$ cat src/design/bbc_in_sync.sv
// two-stage synchroniser for the four tester pins plus one history stage
// assumes pins are asynchronous to clk; only stage two feeds stage three
`timescale 1ns/1ns
module bbc_in_sync (
  input  wire logic       clk,
  input  wire logic       reset,
  input  wire logic [3:0] pin,
  output logic      [3:0] now,
  output logic      [3:0] prev
);
  // all state of the synchroniser
  typedef struct packed {
    logic [3:0] s1; // metastable stage, read by s2 only
    logic [3:0] s2; // settled level
    logic [3:0] s3; // one cycle older, for edges
  } bbc_sync_t;

  bbc_sync_t r;
  bbc_sync_t n;

  // shift the pins through the stages
  always_comb begin
    n    = r;
    n.s1 = pin;
    n.s2 = r.s1;
    n.s3 = r.s2;
  end

  // register the copy
  always_ff @(posedge clk or posedge reset) begin
    if (reset) begin
      r <= '0;
    end else begin
      r <= n;
    end
  end

  assign now  = r.s2;
  assign prev = r.s3;
endmodule

$ cat config.mk
export PLATFORM = sky130hd
export DESIGN_NAME = bbc_in_sync
export DESIGN_NICKNAME = d
export VERILOG_FILES = /design/src/design/bbc_in_sync.sv
export SDC_FILE = /design/constraint.sdc
export NUM_CORES = 1
export LEC_CHECK = 0
export BUFFER_PORTS_ARGS = -buffer_cell sky130_fd_sc_hd__buf_2
export CORE_AREA = 10 10 47 49
export CTS_BUF_LIST = sky130_fd_sc_hd__clkbuf_8
export DETAILED_ROUTE_END_ITERATION = 10
export DIE_AREA = 0 0 57 59
export PLACE_DENSITY_LB_ADDON = 0.05
export SLEW_MARGIN = 30
export SYNTH_ARGS = -nofsm -noshare
export SYNTH_HDL_FRONTEND = slang
export SYNTH_SLANG_ARGS = --single-unit
export TNS_END_PERCENT = 1
$ cat constraint.sdc
create_clock -name clk -period 0.8 [get_ports clk]
set_clock_uncertainty 0.1 [all_clocks]
set_input_delay 0.04 -clock clk [delete_from_list [all_inputs] [get_ports clk]]
set_output_delay 0.04 -clock clk [all_outputs]
set_load 0.01 [all_outputs]
==> results.toml <==
[place]
place.gp.congestion = 0.534
dp_slack_ns = 0.161
port_buffers = 13
placed_area_um2 = 389

[timing]
layout_setup_ws_ns = -0.0812
setup_viol = 8
finalCritPeriodShare_pct = 110
drv_slew = 0
max_clock_freq_ghz = 1.13
slew_headroom_pct = 83.3
tightestPinTransition_ns = 0.250
fin_tns_setup_ns = -0.512
rsz0062_at_grt = "true"
min_period_ns = 0.881
hold_viol = 0

[grt]
antenna_found_initial = 0
grt_pass1_wl_um = 897
track_usage_pct = 3.80
grt_max_degree = 13
grt_pass1_vias = 203
grt.overflow.total = 0

[cts]
clock_sinks = 12
numCtsBuffers = 3
cts_max_level = 1
cts_root_buf = "clkbuf_8"
postCtsSetupBuffers = 0
cts_tree = "done"
clock_latency_ns = 0.23
clock_path_buffers = 2
clk_pin_slew_worst_paths_ns = 0.05

[final_layout]
multi_input_area_um2 = 0
final_core_util_pct = 35.4
final_nets = 42
layout_commonest_cell = "dfrtp_1"
multi_input_cells = 0
fill_cells = 144
final_area_um2 = 497
syn_to_final_growth_pct = 48.7
drive_gt1_share_pct = 50.0
final_cell_mix = "12 x dfrtp_1, 11 x buf_2, 5 x dlygate4sd3_1, 3 x clkbuf_8, 2 x buf_6"
diodes = 0

[worst_setup_path]
cp-end-kind = "primary output"
r2r_end = "prev[1]$_DFF_PP0_"
cpPeakStageDelay_ns = 0.37
slowest_stage = "dfrtp_1"
path_delay_family = "flip-flops"
worstPathCellList = "buf_2"
rrSetupSlack_ns = 0.20
rr_startpoint = "now[1]$_DFF_PP0_"
critPathKind = "register to primary output"
rr_worst_depth = 0
path_max_fanout = 2
arrival_ns = 0.74
crit_start = "now[0]$_DFF_PP0_"
cp.required_ns = 0.66
start_kind = "register"
critPathBufInv = 1

[synthesis]
avgSynthCellArea_um2 = 19.7
synthCells = 17
synth_area_um2 = 334
yosysTopAreaCell = "dfrtp_1"
yosysWarningCount = 0
syn-num-nets = 23
yosysTopAreaCellShare_pct = 89.9
ys_seq_elements = 12
yosys-top-cells-area = "dfrtp_1 90%, buf_4 9.0%, inv_1 1.1%"
yosys.cell_types.count = 3
seq_area_frac_synth_pct = 89.9

[floorplan]
core_um2 = 1400
die_h_um = 59
start_util_pct = 23.8
die_area_um2 = 3360
ios = 14
rows = 14
die_w_um = 57

[drt]
viasPerCell = 3.50
routedWlPerCell_um = 10.4
first_pass_iters = 1
detail-route-antenna-nets = 0
wirelength_um = 518
drt_iter0_markers = 0
routed-via-count = 175
drc = 0

[pwr]
powerDensity_nw_per_um2 = 2500
p_leak_uw = 0.000238
ir_drop_mv = 1.01
p_total_uw = 1240

[min_path]
hold_path.class = "input pin to async pin"

[status]
status = "complete, but fails checks"
violations = "setup timing"

[run]
drv_cap = 0
[kinds of logic (layout without fill, tap and decap cells)]
group    count (synthesis)  count (layout)  synth area share, %
flops                   12              12                 89.9
buf+inv                  5              22                 10.1
[final cells by class]
type,count,area (um^2),area share (%)
Clock buffer,3,41.3,8.31
Timing Repair Buffer,18,128,25.7
Sequential cell,12,300,60.5
Tap cell,16,20.0,4.03
Inverter,1,7.51,1.51
[synthesized netlist by cell type]
master / instances
dfrtp_1: 12
inv_1: 1
buf_4: 4
[report_power, final]
group          internal, uW  total [uW]  switching [uW]
Sequential              639         649            9.58
Combinational          45.0        81.2            36.2
Clock                   329         514             185
[routing by layer]
| layer | global-route usage (%) | vias to the layer above | wire length (um) |
|---|---|---|---|
| li1 | - | 80 | - |
| met1 | 3.30 | 85 | 209 |
| met2 | 4.96 | 10 | 241 |
| met3 | 2.79 | 0 | 67 |
| met4 | 5.03 | 0 | 0 |
| met5 | 0 | - | 0 |
[worst max path at each step]
| stage | endpoint | slack, ns | cells after the start |
|---|---|---|---|
| after floorplan | now[0] | 0.18 | 1 |
| after global placement | now[0] | 0.17 | 1 |
| after detailed placement | now[0] | 0.16 | 1 |
| after CTS | now[0] | -0.09 | 1 |
| after global routing | now[1] | -0.11 | 1 |
| final | now[0] | -0.08 | 1 |
[state kept, by name, indices dropped and copies added, names as in the netlist]
register / flops
n: 4
now: 4
prev: 4
[stage by stage]
step	cells	hold slack [ns]
floorplan	17	-0.195
global placement	42	-0.0570
detailed placement	42	-0.0378
CTS	50	0.245
global route	50	0.230
finish	50	0.190
[repair_timing]
action                                  in CTS  in global routing
cloned                                       0                  0
endpoints found under the setup margin       8                 20
gates resized for setup                      0                  3
hold buffers                                 5                  0
endpoints found under the hold margin       16                  0
(Power assumes the default switching activity.)
